[config.mk]
export PLATFORM = sky130hd
export DESIGN_NAME = serial_ports_debug_mux
export DESIGN_NICKNAME = d
export VERILOG_FILES = /design/src/logic/serial_ports_debug_mux.v
export VERILOG_INCLUDE_DIRS = /design/src /design/src/logic
export SDC_FILE = /design/constraint.sdc
export NUM_CORES = 1
export LEC_CHECK = 0
export ABC_AREA = 1
export BUFFER_PORTS_ARGS = -buffer_cell sky130_fd_sc_hd__buf_2
export CELL_PAD_IN_SITES_DETAIL_PLACEMENT = 0
export CELL_PAD_IN_SITES_GLOBAL_PLACEMENT = 1
export CORE_MARGIN = 4
export CORE_UTILIZATION = 50
export CTS_BUF_LIST = sky130_fd_sc_hd__clkbuf_8
export DETAILED_ROUTE_END_ITERATION = 7
export PLACE_DENSITY_LB_ADDON = 0.25
export SLEW_MARGIN = 0
export SYNTH_ARGS = -nofsm -noshare
export SYNTH_HDL_FRONTEND = slang
export SYNTH_SLANG_ARGS = --single-unit
[constraint.sdc]
create_clock -name mclk -period 3.6 [get_ports mclk]
set_input_delay 0 -clock mclk [delete_from_list [all_inputs] [get_ports mclk]]
set_output_delay 0 -clock mclk [all_outputs]
set_load 0.02 [all_outputs]
[src/logic/serial_ports_regs.vh]
// register offsets, field positions and reset values for the serial port block
`ifndef SERIAL_PORTS_REGS_VH
`define SERIAL_PORTS_REGS_VH

// register offsets on the plain register port
`define REG_COMMAND 4'h0
`define REG_BAUD 4'h1
`define REG_GP_MODE 4'h2
`define REG_GPIO_OUT 4'h3
`define REG_GPIO_OE 4'h4
`define REG_GPIO_IN 4'h5
`define REG_DEBUG_SEL 4'h6
`define REG_STATUS0 4'h8
`define REG_STATUS1 4'h9
`define REG_STATUS2 4'hA
`define REG_DATA0 4'hC
`define REG_DATA1 4'hD
`define REG_DATA2 4'hE

// command register fields, one bit per port from each base
`define CMD_TX_EN_LSB 0
`define CMD_RTS_LSB 3
`define CMD_DTR_BIT 6
`define CMD_ENH_LSB 7

// general-purpose mode register field
`define GP_MODE_PORT0_GPIO_BIT 1

// reset values
`define COMMAND_RESET 10'h000
`define BAUD_RESET 16'h0036
`define GP_MODE_RESET 8'h00
`define GPIO_OUT_RESET 5'h1F
`define GPIO_OE_RESET 5'h00
`define PIN_OUT_RESET 5'h1F
`define PIN_OE_NORMAL 5'h06

// frame timing counts
`define SAMPLE_MID 4'h7
`define LAST_OVS 4'hF
`define LAST_TX_BIT 4'h9
`define STOP_BIT 4'h9

`endif

[src/logic/serial_ports_debug_mux.v]
// three asynchronous serial ports with modem lines, gpio reuse and debug pin mux
//
// Behaviour
// in debug selection the port 1 clear-to-send pin feeds the debug clock input
// port 0 peer-ready pin level is captured into port 0 status
// general mode bit 1 turns five port 0 modem pins into gpio
// port 0 terminal-ready follows a command bit, deasserted after reset
// request-to-send of ports 0 and 1 follow command bits, deasserted after reset
// each port receives characters at the programmed rate into its receive register
// each port serializes its transmit register as 8N1, idle high after reset
// strap sampled in reset: high keeps port 1 serial, low selects debug port
// in debug selection port 1 transmit pin carries debug transmit data, idle after reset
// enhanced mode: partner supplies bit clocks, transmit bits follow external transmit clock
// enhanced mode: received bits sampled on external receive clock
// transmit starts only with transmit enable set and clear-to-send asserted
// receiver finds start on falling edge, samples bit centres on 16x tick
`timescale 1ns/100ps
`default_nettype none
`include "serial_ports_regs.vh"

module serial_ports_debug_mux (
  input wire mclk,
  input wire rst,
  input wire ce,
  input wire [3:0] regAddr,
  input wire [15:0] regWrData,
  input wire regWr,
  input wire regRd,
  output reg [15:0] regRdData,
  input wire port0_peer_ready_n,
  output wire port0_peer_ready_n_out,
  output wire port0_peer_ready_n_oe,
  input wire port0_terminal_ready_n,
  output wire port0_terminal_ready_n_out,
  output wire port0_terminal_ready_n_oe,
  input wire port0_send_request_n,
  output wire port0_send_request_n_out,
  output wire port0_send_request_n_oe,
  input wire port0_serial_in,
  output wire port0_serial_in_out,
  output wire port0_serial_in_oe,
  input wire port0_clear_to_send_n,
  output wire port0_clear_to_send_n_out,
  output wire port0_clear_to_send_n_oe,
  output wire port0_serial_out,
  input wire port1_serial_in,
  output reg port1_serial_out,
  input wire port1_clear_to_send_n,
  output reg port1_send_request_n,
  input wire port2_serial_in,
  output wire port2_serial_out,
  input wire ext_transmit_bit_clock,
  input wire ext_receive_bit_clock,
  input wire debugStrap,
  output reg debug_port_clock_in,
  output reg debug_port_serial_in,
  input wire debug_port_serial_out
);

  reg [10:0] syncA_q;
  reg [10:0] syncB_q;
  reg [1:0] clkPrev_q;
  reg [9:0] command_q;
  reg [15:0] baud_q;
  reg [7:0] gpMode_q;
  reg [4:0] gpioOut_q;
  reg [4:0] gpioOe_q;
  reg debugSel_q;
  reg peerReady_q;
  reg [4:0] pinOut_q;
  reg [4:0] pinOe_q;
  reg [15:0] baudCnt_q;
  wire [10:0] rawIn;
  wire port0GpioMode;
  wire ovsTick;
  wire tclkRise;
  wire rclkRise;
  wire [2:0] rxLine;
  wire [2:0] ctsOk;
  wire [2:0] txLine;
  wire [23:0] rxDataAll;
  wire [17:0] statAll;

  // every pin from outside, bit 0..4 in port 0 gpio order
  assign rawIn = {debugStrap, ext_receive_bit_clock, ext_transmit_bit_clock,
                  port2_serial_in, port1_clear_to_send_n, port1_serial_in,
                  port0_clear_to_send_n, port0_serial_in, port0_send_request_n,
                  port0_terminal_ready_n, port0_peer_ready_n};

  // two-stage synchronisers, left free of reset so the strap is seen in reset
  always @(posedge mclk) begin
    if (ce) begin
      syncA_q <= rawIn;
      syncB_q <= syncA_q;
    end
  end

  // edge detection of the external bit clocks
  always @(posedge mclk) begin
    if (rst) begin
      clkPrev_q <= 2'h0;
    end else if (ce) begin
      clkPrev_q <= syncB_q[9:8];
    end
  end

  assign tclkRise = syncB_q[8] & ~clkPrev_q[0];
  assign rclkRise = syncB_q[9] & ~clkPrev_q[1];

  // software-written registers
  always @(posedge mclk) begin
    if (rst) begin
      command_q <= `COMMAND_RESET;
      baud_q <= `BAUD_RESET;
      gpMode_q <= `GP_MODE_RESET;
      gpioOut_q <= `GPIO_OUT_RESET;
      gpioOe_q <= `GPIO_OE_RESET;
    end else if (ce && regWr) begin
      case (regAddr)
        `REG_COMMAND: command_q <= regWrData[9:0];
        `REG_BAUD: baud_q <= regWrData;
        `REG_GP_MODE: gpMode_q <= regWrData[7:0];
        `REG_GPIO_OUT: gpioOut_q <= regWrData[4:0];
        `REG_GPIO_OE: gpioOe_q <= regWrData[4:0];
        default: ;
      endcase
    end
  end

  // strap caught while reset is held, kept afterwards
  always @(posedge mclk) begin
    if (rst) begin
      debugSel_q <= ~syncB_q[10];
    end
  end

  // peer-ready level captured for the status register
  always @(posedge mclk) begin
    if (rst) begin
      peerReady_q <= 1'b1;
    end else if (ce) begin
      peerReady_q <= syncB_q[0];
    end
  end

  assign port0GpioMode = gpMode_q[`GP_MODE_PORT0_GPIO_BIT];

  // port 0 modem pins: modem role or general-purpose role
  always @(posedge mclk) begin
    if (rst) begin
      pinOut_q <= `PIN_OUT_RESET;
      pinOe_q <= `PIN_OE_NORMAL;
    end else if (ce) begin
      if (port0GpioMode) begin
        pinOut_q <= gpioOut_q;
        pinOe_q <= gpioOe_q;
      end else begin
        pinOut_q <= {1'b1, 1'b1, ~command_q[`CMD_RTS_LSB],
                     ~command_q[`CMD_DTR_BIT], 1'b1};
        pinOe_q <= `PIN_OE_NORMAL;
      end
    end
  end

  assign port0_peer_ready_n_out = pinOut_q[0];
  assign port0_peer_ready_n_oe = pinOe_q[0];
  assign port0_terminal_ready_n_out = pinOut_q[1];
  assign port0_terminal_ready_n_oe = pinOe_q[1];
  assign port0_send_request_n_out = pinOut_q[2];
  assign port0_send_request_n_oe = pinOe_q[2];
  assign port0_serial_in_out = pinOut_q[3];
  assign port0_serial_in_oe = pinOe_q[3];
  assign port0_clear_to_send_n_out = pinOut_q[4];
  assign port0_clear_to_send_n_oe = pinOe_q[4];

  // port 1 pins shared with the debug port
  always @(posedge mclk) begin
    if (rst) begin
      port1_serial_out <= 1'b1;
      port1_send_request_n <= 1'b1;
      debug_port_clock_in <= 1'b0;
      debug_port_serial_in <= 1'b1;
    end else if (ce) begin
      port1_serial_out <= debugSel_q ? debug_port_serial_out : txLine[1];
      port1_send_request_n <= ~command_q[`CMD_RTS_LSB + 1];
      debug_port_clock_in <= debugSel_q & syncB_q[6];
      debug_port_serial_in <= debugSel_q ? syncB_q[5] : 1'b1;
    end
  end

  // receive lines idle high when the pin serves another role
  assign rxLine = {syncB_q[7], debugSel_q | syncB_q[5], port0GpioMode | syncB_q[3]};
  // clear-to-send per port; port 2 has no such pin
  assign ctsOk = {1'b1, ~debugSel_q & ~syncB_q[6], port0GpioMode | ~syncB_q[4]};

  // shared 16x oversample tick, period of baud_q cycles
  always @(posedge mclk) begin
    if (rst) begin
      baudCnt_q <= 16'h0000;
    end else if (ce) begin
      if (ovsTick) begin
        baudCnt_q <= (baud_q == 16'h0000) ? 16'h0000 : baud_q - 16'h0001;
      end else begin
        baudCnt_q <= baudCnt_q - 16'h0001;
      end
    end
  end

  assign ovsTick = (baudCnt_q == 16'h0000);

  genvar p;
  generate
    for (p = 0; p < 3; p = p + 1) begin : port
      localparam [3:0] DATA_ADDR = (p == 0) ? `REG_DATA0 : ((p == 1) ? `REG_DATA1 : `REG_DATA2);
      reg [9:0] txShift_q;
      reg [3:0] txBits_q;
      reg [3:0] txOvs_q;
      reg txBusy_q;
      reg [7:0] txHold_q;
      reg txPending_q;
      reg [7:0] rxShift_q;
      reg [7:0] rxData_q;
      reg rxFull_q;
      reg rxBusy_q;
      reg [3:0] rxOvs_q;
      reg [3:0] rxBit_q;
      reg rxPrev_q;
      wire enh;
      wire dataWr;
      wire dataRd;
      wire txStart;
      wire txStep;
      wire rxIn;
      wire rxSample;
      wire rxDeliver;
      wire rxBegin;

      assign enh = command_q[`CMD_ENH_LSB + p];
      assign dataWr = ce & regWr & (regAddr == DATA_ADDR);
      assign dataRd = ce & regRd & (regAddr == DATA_ADDR);
      assign txStart = ~txBusy_q & txPending_q & command_q[`CMD_TX_EN_LSB + p] & ctsOk[p];
      assign txStep = txBusy_q & (enh ? tclkRise : (ovsTick & (txOvs_q == `LAST_OVS)));
      assign rxIn = rxLine[p];
      assign rxSample = rxBusy_q & (enh ? rclkRise :
                        (ovsTick & (rxOvs_q == `SAMPLE_MID)));
      assign rxDeliver = rxSample & (rxBit_q == `STOP_BIT) & rxIn;
      assign rxBegin = ~rxBusy_q & (enh ? (rclkRise & ~rxIn) : (rxPrev_q & ~rxIn));

      // transmit holding register and 8N1 serializer
      always @(posedge mclk) begin
        if (rst) begin
          txShift_q <= 10'h3FF;
          txBits_q <= 4'h0;
          txOvs_q <= 4'h0;
          txBusy_q <= 1'b0;
          txHold_q <= 8'h00;
          txPending_q <= 1'b0;
        end else if (ce) begin
          if (dataWr) begin
            txHold_q <= regWrData[7:0];
            txPending_q <= 1'b1;
          end else if (txStart) begin
            txPending_q <= 1'b0;
          end
          if (txStart) begin
            txShift_q <= {1'b1, txHold_q, 1'b0};
            txBusy_q <= 1'b1;
            txBits_q <= 4'h0;
            txOvs_q <= 4'h0;
          end else if (txBusy_q) begin
            if (!enh && ovsTick) begin
              txOvs_q <= txOvs_q + 4'h1;
            end
            if (txStep) begin
              txShift_q <= {1'b1, txShift_q[9:1]};
              txBits_q <= txBits_q + 4'h1;
              if (txBits_q == `LAST_TX_BIT) begin
                txBusy_q <= 1'b0;
              end
            end
          end
        end
      end

      // receiver: start search, bit sampling, character hand-over
      always @(posedge mclk) begin
        if (rst) begin
          rxShift_q <= 8'h00;
          rxData_q <= 8'h00;
          rxFull_q <= 1'b0;
          rxBusy_q <= 1'b0;
          rxOvs_q <= 4'h0;
          rxBit_q <= 4'h0;
          rxPrev_q <= 1'b1;
        end else if (ce) begin
          rxPrev_q <= rxIn;
          if (rxDeliver) begin
            rxData_q <= rxShift_q;
            rxFull_q <= 1'b1;
          end else if (dataRd) begin
            rxFull_q <= 1'b0;
          end
          if (rxBegin) begin
            rxBusy_q <= 1'b1;
            rxOvs_q <= 4'h0;
            rxBit_q <= enh ? 4'h1 : 4'h0;
          end else if (rxBusy_q) begin
            if (!enh && ovsTick) begin
              rxOvs_q <= rxOvs_q + 4'h1;
            end
            if (rxSample) begin
              rxBit_q <= rxBit_q + 4'h1;
              if (rxBit_q == 4'h0) begin
                rxBusy_q <= ~rxIn;
              end else if (rxBit_q == `STOP_BIT) begin
                rxBusy_q <= 1'b0;
              end else begin
                rxShift_q <= {rxIn, rxShift_q[7:1]};
              end
            end
          end
        end
      end

      assign txLine[p] = txShift_q[0];
      assign rxDataAll[p * 8 +: 8] = rxData_q;
      // status: peer ready, clear, busy, empty, full
      assign statAll[p * 6 +: 6] = {(p == 0) ? peerReady_q : 1'b0, ctsOk[p], txBusy_q,
                                    ~txPending_q, rxFull_q};
    end
  endgenerate

  assign port0_serial_out = txLine[0];
  assign port2_serial_out = txLine[2];

  // read data registered, valid in the cycle after the strobe
  always @(posedge mclk) begin
    if (rst) begin
      regRdData <= 16'h0000;
    end else if (ce) begin
      if (regRd) begin
        case (regAddr)
          `REG_COMMAND: regRdData <= {6'h00, command_q};
          `REG_BAUD: regRdData <= baud_q;
          `REG_GP_MODE: regRdData <= {8'h00, gpMode_q};
          `REG_GPIO_OUT: regRdData <= {11'h000, gpioOut_q};
          `REG_GPIO_OE: regRdData <= {11'h000, gpioOe_q};
          `REG_GPIO_IN: regRdData <= {11'h000, syncB_q[4:0]};
          `REG_DEBUG_SEL: regRdData <= {15'h0000, debugSel_q};
          `REG_STATUS0: regRdData <= {10'h000, statAll[5:0]};
          `REG_STATUS1: regRdData <= {10'h000, statAll[11:6]};
          `REG_STATUS2: regRdData <= {10'h000, statAll[17:12]};
          `REG_DATA0: regRdData <= {8'h00, rxDataAll[7:0]};
          `REG_DATA1: regRdData <= {8'h00, rxDataAll[15:8]};
          `REG_DATA2: regRdData <= {8'h00, rxDataAll[23:16]};
          default: regRdData <= 16'h0000;
        endcase
      end else begin
        regRdData <= 16'h0000;
      end
    end
  end

endmodule // serial_ports_debug_mux

`default_nettype wire

==> out/summary.txt, run 1 <==
Leading cell type in the layout, fill and taps excluded = nand2_1
Placed inst area = 13810 um^2
Largest net degree at the start of global routing = 77
Routed length per instance = 16.34 um
EDFF count, synth = 23
Slew HR = 0.3503
Crit share post-route = 0.7112
Clk buf depth = 3
Final count of hold timing violations = 0
I/O pin cnt = 69
Vias = 12.25k
Min Tclk post-route = 2560 ps
RD Place Congestion = 0.8959
Worst vdd ir = 0.3680 mV
Nets = 1971
Worst endpoint required time = 4110 ps
Reg2Reg Depth = 9
Cell Pwr Density = 444.3 nW/um^2
Synth unique cells = 44
CTS root buffer = clkbuf_8
Hpwl dp = 25260 um
Crit path launch type = input pin
Final antenna-violating net count = 0
Async SR Flop Fraction = 0
Iteration-0 DRC count of the detailed router = 1078
Num rows = 59
Area of the multi-input gates = 6494 um^2
Register area = 5796 um^2
Hold Crit Depth = 5
Register area share after synthesis = 0.4336
Fillers = 2487
MaxCap Viol Count = 0
Crit path kind = input pin to register
WP data arrival = 3070 ps
Final instance area = 15150 um^2
Syn Inst Count = 1826
Mapped cell area = 13370 um^2
Clock Skews = 11.40 ps
Worst hold path class = input pin to register
Drt first pass iters = 5
Share of cells above drive strength 1 = 0.1161
Fmax = 390.6 MHz
Clock Sinks = 278
Initial antenna violation count = 3
Setup bufs post-CTS = 0
Static Leak = 6.474 nW
# DRC = 0
Vias in the first global route = 11.76k
Most used DFF post-synth = dfxtp_1
Seq cells post-synth = 278
Setup Viol. Count Final = 0
Critical-path cell list = dlygate4sd3_1 -> buf_4 -> buf_4 -> a21oi_1 -> dlygate4sd3_1 -> o21ai_0 -> dlygate4sd3_1
Setup TNS = 0 ps
Global-route wire length before repair = 60920 um
Status = finished clean
Worst Path Max Fanout = 76
Die W = 171.5 um
CTS-repair resized insts = 0
Clock Pin Slew Worst Setup and Hold Paths = 70 ps
RSZ-0062 raised after global routing = no
Grt ovf = 0
Area Growth Syn to Fin = 13.36%
Maximum level of the CTS H-tree = 2
Syn avg cell area = 7.320 um^2
Port Buffers = 68
CTS tree = yes
Tightest Pin Transition = 970.0 ps
CTS Buf Count = 48
Slew Viols, Final = 0
Commonest cells after routing, fill and taps aside = nand2_1, dfxtp_1, inv_1
Net Count, Synth = 1888
CP endpoint kind = register
DR vias/cell = 5.364
Biggest cell delay along the critical path = 810 ps
DRT Wirelength = 37310 um
Starting Density = 0.5101
Most Frequent Cell on Critical Path = dlygate4sd3_1
Clock Latency Late Sink = 560 ps
Die Ht = 171.5 um
GRT Util Overall = 0.2553
Synth warnings = 0
CP max-delay cell = buf_4
Core Footprint = 26210 um^2
Die ar. = 29410 um^2
routing by layer:
| metal | wire, um | global-route usage | up-vias |
|---|---|---|---|
| li1 | - | - | 6212 |
| met1 | 17520 | 0.3602 | 5684 |
| met2 | 16730 | 0.4046 | 279 |
| met3 | 2081 | 0.04390 | 66 |
| met4 | 940 | 0.07337 | 4 |
| met5 | 26 | 0 | - |
kinds of logic after synthesis:
| logic type | Yosys count | synth area share |
|---|---|---|
| XOR/XNOR | 34 | 0.02228 |
| buffers and inverters | 260 | 0.08059 |
| flip-flops | 278 | 0.4336 |
| AO/OA/AOI/OAI | 360 | 0.1408 |
| AND/OR/NAND/NOR | 869 | 0.2994 |
| adder cells (fa/ha/maj) | 25 | 0.02340 |
path summary, 6_finish.rpt:
kind / end / slack [ps] / from
worst min register to register: syncB_q[6] / 420 / syncA_q[6]
worst max register to register: port[2].rxOvs_q[0] / 1450 / baudCnt_q[0]
worst max-delay path: baud_q[5] / 1040 / rst
worst min-delay path: port[0].rxFull_q / 60 / regAddr[1]
state kept, by name, summed over array words and instances, names as in the netlist, 12 cells and up:
register,flops
baudCnt_q,16
baud_q,16
port.rxBit_q,12
port.rxData_q,24
port.rxOvs_q,12
port.rxShift_q,24
port.txBits_q,12
port.txHold_q,24
port.txOvs_q,12
port.txShift_q,27
regRdData,16
worst max-delay path: cells and delay by family:
| family | cells | cell delay [ps] |
|---|---|---|
| AO/OA/AOI/OAI | 2 | 130 |
| buffers and inverters | 5 | 2890 |
layout make-up:
| type | count | share of cell area |
|---|---|---|
| multi-input combinational | 1288 | 0.4286 |
| sequential | 278 | 0.3825 |
| clock buffer | 59 | 0.05359 |
| timing repair buffer | 109 | 0.05070 |
| inverter | 184 | 0.04575 |
| tap | 335 | 0.02766 |
| clock inverter | 29 | 0.01107 |
| antenna | 1 | 0.0001652 |
synth_stat cells, types with 4 or more instances:
cell,number,share of area
nor3_1,8,0.0030
nand3b_1,5,0.0028
ha_1,25,0.023
o21ai_0,138,0.052
a21oi_1,183,0.069
clkbuf_1,40,0.011
nor2_1,177,0.050
a21oi_2,6,0.0039
nand3_1,155,0.058
nand2_2,14,0.0066
o22ai_1,17,0.0080
nand3_2,18,0.013
nand4_1,54,0.025
inv_2,9,0.0025
buf_6,8,0.0067
and3_1,4,0.0019
edfxtp_1,23,0.052
nor2_4,9,0.0076
buf_2,23,0.0086
dfxtp_1,255,0.38
inv_1,174,0.049
nand2_1,403,0.11
o211ai_1,5,0.0028
nor2_2,4,0.0019
xor2_1,24,0.016
xnor2_1,10,0.0066
nand2_4,5,0.0042
metrics by stage:
stage | total power [mW] | utilization | hold WS (ps) | instances | setup slack [ps]
final | 6.732 | 0.5782 | 57.42 | 2283 | 1040
after global routing | 7.012 | 0.5781 | 97.47 | 2282 | 893.7
after CTS | 6.786 | 0.5781 | 13.26 | 2282 | 1039
after detailed placement | 3.860 | 0.5270 | 178.3 | 2158 | 1369
after global placement | 3.853 | 0.5270 | 176.3 | 2158 | 1417
after floorplan | 3.681 | - | 98.87 | 1826 | 1964
report_power, final:
| group | switching (mW) | leakage [nW] | internal, mW |
|---|---|---|---|
| combinational | 0.411 | 3.64 | 0.183 |
| sequential | 0.0526 | 2.29 | 3.18 |
| clock | 1.34 | 0.549 | 1.57 |
repair_timing:
item,4_1_cts,5_1_grt
hold buffers,36,0
endpoints found under the hold margin,132,0
endpoints found under the setup margin,0,0
Power figures use the tool's default switching activity.
==> run 2, diff against run 1 <==
--- a/config.mk
+++ b/config.mk
@@ -11,7 +11,7 @@
 export CELL_PAD_IN_SITES_DETAIL_PLACEMENT = 0
 export CELL_PAD_IN_SITES_GLOBAL_PLACEMENT = 1
 export CORE_MARGIN = 4
-export CORE_UTILIZATION = 50
+export CORE_UTILIZATION = 42
 export CTS_BUF_LIST = sky130_fd_sc_hd__clkbuf_8
 export DETAILED_ROUTE_END_ITERATION = 7
 export PLACE_DENSITY_LB_ADDON = 0.25
==> constraint.sdc (replaced) <==
create_clock -name mclk -period 2.35 [get_ports mclk]
set_input_delay 0 -clock mclk [delete_from_list [all_inputs] [get_ports mclk]]
set_output_delay 0 -clock mclk [all_outputs]
set_load 0.02 [all_outputs]
==> out/summary.txt, run 2 (same netlist as run 1, synthesis figures left out) <==
RD Place Congestion = 0.9168 (was 0.8959)
Nets = 2000 (was 1971)
Slew Viols, Final = 0 (unchanged)
CTS Buf Count = 50 (was 48)
Cell Pwr Density = 657.4 nW/um^2 (was 444.3 nW/um^2)
Clock Latency Late Sink = 580 ps (was 560 ps)
R2R Setup Slk = 270 ps (was 1450 ps)
CTS tree = yes (unchanged)
Inst Count DP = 2245 (was 2158)
Setup bufs post-CTS = 0 (unchanged)
Slew HR = 0.5713 (was 0.3503)
Drt first pass iters = 5 (unchanged)
Fmax = 456.9 MHz
Placed inst area = 14040 um^2 (was 13810 um^2)
Die Ht = 186.4 um (was 171.5 um)
Initial antenna violation count = 1 (was 3)
Clock Pin Slew Worst Setup and Hold Paths = 60 ps (was 70 ps)
Switch Pwr = 2.668 mW (was 1.799 mW)
Combinational share of power = 0.092 (was 0.088)
Internal power = 7.450 mW (was 4.933 mW)
Worst endpoint required time = 2780 ps (was 4110 ps)
Switching portion of total power = 0.2637 (was 0.2673)
I/O pin cnt = 69 (unchanged)
Setup TNS = 0 ps (unchanged)
Top reg by flops = port.txShift_q (unchanged)
Worst vdd ir = 0.5819 mV (was 0.3680 mV)
Hpwl dp = 26410 um (was 25260 um)
Clk buf depth = 3 (unchanged)
CP endpoint kind = register (unchanged)
Die ar. = 34740 um^2 (was 29410 um^2)
Tightest Pin Transition = 641.6 ps (was 970.0 ps)
Area of the multi-input gates = 6494 um^2 (unchanged)
Global-route wire length before repair = 61350 um (was 60920 um)
Crit path kind = input pin to register (unchanged)
Register area = 5796 um^2 (unchanged)
Grt ovf = 0 (unchanged)
Num rows = 65 (was 59)
MaxCap Viol Count = 0 (unchanged)
Routed length per instance = 16.22 um (was 16.34 um)
Clock Skews = 27.63 ps (was 11.40 ps)
# DRC = 0 (unchanged)
Share of cells above drive strength 1 = 0.1178 (was 0.1161)
Area Growth Syn to Fin = 15.15% (was 13.36%)
RSZ-0062 raised after global routing = no (unchanged)
DR vias/cell = 5.188 (was 5.364)
Crit path launch type = input pin (unchanged)
CTS root buffer = clkbuf_8 (unchanged)
Maximum level of the CTS H-tree = 2 (unchanged)
Core Footprint = 31470 um^2 (was 26210 um^2)
Vias in the first global route = 11.38k (was 11.76k)
Final count of hold timing violations = 0 (unchanged)
Commonest cells after routing, fill and taps aside = nand2_1, dfxtp_1, inv_1 (unchanged)
Power, Total = 10.12 mW (was 6.732 mW)
Worst Path Max Fanout = 19 (was 76)
WP data arrival = 2620 ps (was 3070 ps)
Iteration-0 DRC count of the detailed router = 1098 (was 1078)
Largest net degree at the start of global routing = 115 (was 77)
Final instance area = 15390 um^2 (was 15150 um^2)
Fillers = 3164 (was 2487)
Worst hold path class = input pin to register (unchanged)
Clock Sinks = 278 (unchanged)
Power share of the clock group = 0.417 (was 0.431)
Setup Viol. Count Final = 0 (unchanged)
Flop pwr share = 0.490 (was 0.481)
Min Tclk post-route = 2189 ps
GRT Util Overall = 0.2126 (was 0.2553)
DRT Wirelength = 38460 um (was 37310 um)
Die W = 186.4 um (was 171.5 um)
Vias = 12.31k (was 12.25k)
Leading cell type in the layout, fill and taps excluded = nand2_1 (unchanged)
Starting Density = 0.4247 (was 0.5101)
Crit share post-route = 0.9313
Static Leak = 6.588 nW (was 6.474 nW)
Final antenna-violating net count = 0 (unchanged)
Max FFs per register = 27 (unchanged)
Final Instance Count excl. Fillers = 2372 (was 2283)
Status = finished clean (unchanged)
Port Buffers = 68 (unchanged)
-- run 2: cell count changes in the layout (fill, tap and decap cells not counted) --
cell	delta
inv_1	+9
dlygate4sd3_1	+6
bufinv_16	-1
clkbuf_8	+1
clkinvlp_2	+1
clkinvlp_4	-1
buf_4	+20
inv_6	-1
clkinv_1	+1
clkinv_2	-13
-- run 2: power groups by stage --
stage / registers, mW / clock network, mW / logic, mW
finish: 4.96 / 4.22 / 0.935
global route: 4.97 / 4.58 / 1.04
CTS: 4.96 / 4.34 / 0.931
detailed placement: 5.06 / 0 / 0.873
global placement: 5.06 / 0 / 0.873
floorplan: 5.05 / 0 / 0.594
-- run 2: per-stage QoR --
| step | setup WS (ps) | hold slack (ps) | util |
|---|---|---|---|
| after floorplan | 713.6 | 98.87 | - |
| after global placement | 324.5 | 177.8 | 0.4462 |
| after detailed placement | 297.1 | 178.1 | 0.4462 |
| after CTS | 229.4 | 53.03 | 0.4887 |
| after global routing | 35.62 | 99.22 | 0.4890 |
| final | 161.3 | 90.00 | 0.4890 |
-- run 2: layout make-up --
| type | count | share of cell area |
|---|---|---|
| clock inverter | 23 | 0.005853 |
| sequential | 278 | 0.3766 |
| clock buffer | 60 | 0.05365 |
| antenna | 1 | 0.0001626 |
| multi-input combinational | 1288 | 0.4219 |
| timing repair inverter | 1 | 0.0003252 |
| inverter | 184 | 0.04528 |
| tap | 402 | 0.03268 |
| timing repair buffer | 135 | 0.06357 |
-- run 2: layer usage --
metal	global-route usage	up-vias	wire length, um
li1	-	6251	-
met1	0.3002	5650	18210
met2	0.3388	342	17050
met3	0.03348	62	2278
met4	0.06286	0	915
met5	0	-	0
-- run 2: path summary, 6_finish.rpt --
kind / to / startpoint / depth (start not counted)
setup / recovery: command_q[9] / ce / 8
hold / removal: gpioOe_q[1] / regAddr[2] / 5
setup reg to reg: port[2].rxOvs_q[0] / baudCnt_q[0] / 9
hold reg to reg: syncB_q[7] / syncA_q[7] / 0
-- run 2: worst max-delay path: stages --
cell and delay (ps):
dlygate4sd3_1 520, buf_4 190, nand2_1 150, inv_1 350
nand2_1 490, o21ai_0 290, dlygate4sd3_1 580, a21oi_1 40
-- run 2: timing repair --
action                     4_1_cts  5_1_grt
setup endpoints to repair        0        3
hold buffers                    42        0
hold endpoints to repair       111        0
resized for setup                0        1
==> run 3, diff against run 2 <==
==> constraint.sdc (replaced) <==
create_clock -name mclk -period 1.9 [get_ports mclk]
set_input_delay 0 -clock mclk [delete_from_list [all_inputs] [get_ports mclk]]
set_output_delay 0 -clock mclk [all_outputs]
set_load 0.02 [all_outputs]
==> out/summary.txt, run 3 (same netlist as run 1, synthesis figures left out) <==
Status = finished clean (unchanged)
Crit share post-route = 0.9778
Top reg by flops = port.txShift_q (unchanged)
Clock Skews = 13.21 ps (was 27.63 ps)
Initial antenna violation count = 1 (unchanged)
Static Leak = 6.927 nW (was 6.588 nW)
Clock Latency Late Sink = 580 ps (about the same)
Crit path launch type = input pin (unchanged)
WP data arrival = 2300 ps (was 2620 ps)
# DRC = 0 (unchanged)
RD Place Congestion = 0.9115 (was 0.9168)
CP top delay family = buffers and inverters (unchanged)
Switching portion of total power = 0.2534 (was 0.2637)
I/O pin cnt = 69 (unchanged)
Worst endpoint required time = 2340 ps (was 2780 ps)
Most Crowded Layer GR = met2 (unchanged)
Drt first pass iters = 5 (unchanged)
Starting Density = 0.4247 (unchanged)
Number of buffers and inverters on the critical path = 5 (was 4)
Hold Crit Depth = 6 (was 5)
CTS root buffer = clkbuf_8 (unchanged)
Tightest Pin Transition = 682.8 ps (was 641.6 ps)
Share of cells above drive strength 1 = 0.1518 (was 0.1178)
Vias in the first global route = 11.73k (was 11.38k)
Max FFs per register = 27 (unchanged)
Iteration-0 DRC count of the detailed router = 738 (was 1098)
Critical path depth in cells = 10 (was 8)
Combinational share of power = 0.092 (about the same)
RSZ-0062 raised after global routing = yes (was no)
Num rows = 65 (unchanged)
Setup Viol. Count Final = 0 (unchanged)
CTS tree = yes (unchanged)
Biggest cell delay along the critical path = 590 ps (was 580 ps)
Ant. Diodes = 0 (was 1)
Crit path kind = input pin to register (unchanged)
Worst vdd ir = 0.5358 mV (was 0.5819 mV)
Clock Pin Slew Worst Setup and Hold Paths = 60 ps (about the same)
CP endpoint kind = register (unchanged)
Clock Sinks = 278 (unchanged)
Nets = 2046 (was 2000)
GRT Util Overall = 0.2148 (was 0.2126)
Min Tclk post-route = 1858 ps
Power share of the clock group = 0.460 (was 0.417)
Vias = 12.49k (was 12.31k)
Cell Pwr Density = 847.7 nW/um^2 (was 657.4 nW/um^2)
Setup TNS = 0 ps (unchanged)
Worst hold path class = input pin to register (unchanged)
Port Buffers = 68 (unchanged)
Die W = 186.4 um (unchanged)
Flop pwr share = 0.448 (was 0.490)
Maximum level of the CTS H-tree = 2 (unchanged)
Register area = 5796 um^2 (unchanged)
Grt met1 use = 0.3034 (was 0.3002)
Fmax = 538.3 MHz
Largest net degree at the start of global routing = 58 (was 115)
MaxCap Viol Count = 0 (unchanged)
CTS Buf Count = 48 (was 50)
Most Frequent Cell on Critical Path = dlygate4sd3_1
Reg2Reg Depth = 9 (unchanged)
Area Growth Syn to Fin = 20.57% (was 15.15%)
Core Footprint = 31470 um^2 (unchanged)
Switch Pwr = 3.461 mW (was 2.668 mW)
Clk buf depth = 3 (unchanged)
Hpwl dp = 27460 um (was 26410 um)
Area of the multi-input gates = 6620 um^2 (was 6494 um^2)
Routed length per instance = 16.10 um (was 16.22 um)
Leading cell type in the layout, fill and taps excluded = nand2_1 (unchanged)
Hold_ws = 64.55 ps (was 90.00 ps)
Worst Path Max Fanout = 9 (was 19)
Global-route wire length before repair = 62010 um (was 61350 um)
Commonest cells after routing, fill and taps aside = nand2_1, dfxtp_1, inv_1, a21oi_1, nor2_1 (was nand2_1, dfxtp_1, inv_1)
DR vias/cell = 5.148 (was 5.188)
Grt ovf = 0 (unchanged)
Final antenna-violating net count = 0 (unchanged)
Routing usage on met2 = 0.3426 (was 0.3388)
Met3 track demand over resource = 0.03797 (was 0.03348)
Internal power = 10.20 mW (was 7.450 mW)
Die ar. = 34740 um^2 (unchanged)
Die Ht = 186.4 um (unchanged)
Final count of hold timing violations = 0 (unchanged)
Slew Viols, Final = 0 (unchanged)
Slew HR = 0.5448 (was 0.5713)
Fillers = 3109 (was 3164)
DRT Wirelength = 39030 um (was 38460 um)
CP max-delay cell = dlygate4sd3_1 (unchanged)
Critical-path cell list = dlygate4sd3_1 -> buf_2 -> inv_1 -> nor2_1 -> nand2_2 -> nor2_4 -> clkinvlp_4 -> o21ai_0 -> dlygate4sd3_1 -> a21oi_1 (was dlygate4sd3_1 -> buf_4 -> nand2_1 -> inv_1 -> nand2_1 -> o21ai_0 -> dlygate4sd3_1 -> a21oi_1)
run 3: worst reg2reg max path, cell delays in order (launching register included):
cell,delay (ps)
dfxtp_1,310
inv_1,90
ha_2,190
nand2_2,90
nor2_8,240
nand2_4,190
o21ai_2,200
nand3_1,150
o21ai_0,180
nor2_1,60
run 3: cell type report:
type,instances,share of cell area
Tap cell,402,0.03121
Timing Repair Buffer,181,0.08370
Timing Repair inverter,2,0.0007764
Clock inverter,24,0.01444
Clock buffer,65,0.05551
Inverter,184,0.04394
Sequential cell,278,0.3596
Multi-Input combinational cell,1289,0.4108
run 3: metal layers:
layer	wire length, um	share of wire	up-vias
met2	17420	0.45	303
met3	2096	0.054	65
met4	798	0.020	2
met5	12	0.00031	-
li1	-	-	6355
met1	18700	0.48	5760
run 3: path summary, 6_finish.rpt:
| kind | startpoint | endpoint | slack, ps |
|---|---|---|---|
| max | regAddr[0] | baud_q[11] | 40 |
| min | regAddr[1] | regRdData[13] | 60 |
| max reg2reg | baudCnt_q[1] | port[2].rxOvs_q[0] | 80 |
| min reg2reg | syncA_q[9] | syncB_q[9] | 410 |
run 3: power groups by stage:
stage	combinational, mW	sequential (mW)	clock, mW
floorplan	0.734	6.24	0
global placement	1.16	6.24	0
detailed placement	1.15	6.25	0
CTS	1.23	6.12	6.43
global route	1.39	6.13	6.69
finish	1.26	6.12	6.28
run 3: through the flow:
| stage | worst slack, ps | power, mW | std cells | util | cell area [um^2] |
|---|---|---|---|---|---|
| floorplan | 263.6 | 6.974 | 1826 | - | 13370 |
| global placement | 25.33 | 7.399 | 2285 | 0.4565 | 14370 |
| detailed placement | -11.94 | 7.401 | 2285 | 0.4565 | 14370 |
| CTS | 6.001 | 13.79 | 2416 | 0.5061 | 15930 |
| global route | -43.34 | 14.21 | 2425 | 0.5120 | 16120 |
| finish | 42.14 | 13.66 | 2425 | 0.5120 | 16120 |
run 3: repair_timing:
item / 4_1_cts / 5_1_grt
buffers inserted: 0 / 6
endpoints found under the setup margin: 4 / 74
cloned: 0 / 3
pin swaps: 0 / 4
hold endpoints to repair: 155 / 0
hold buffers: 42 / 0
gates resized for setup: 3 / 30
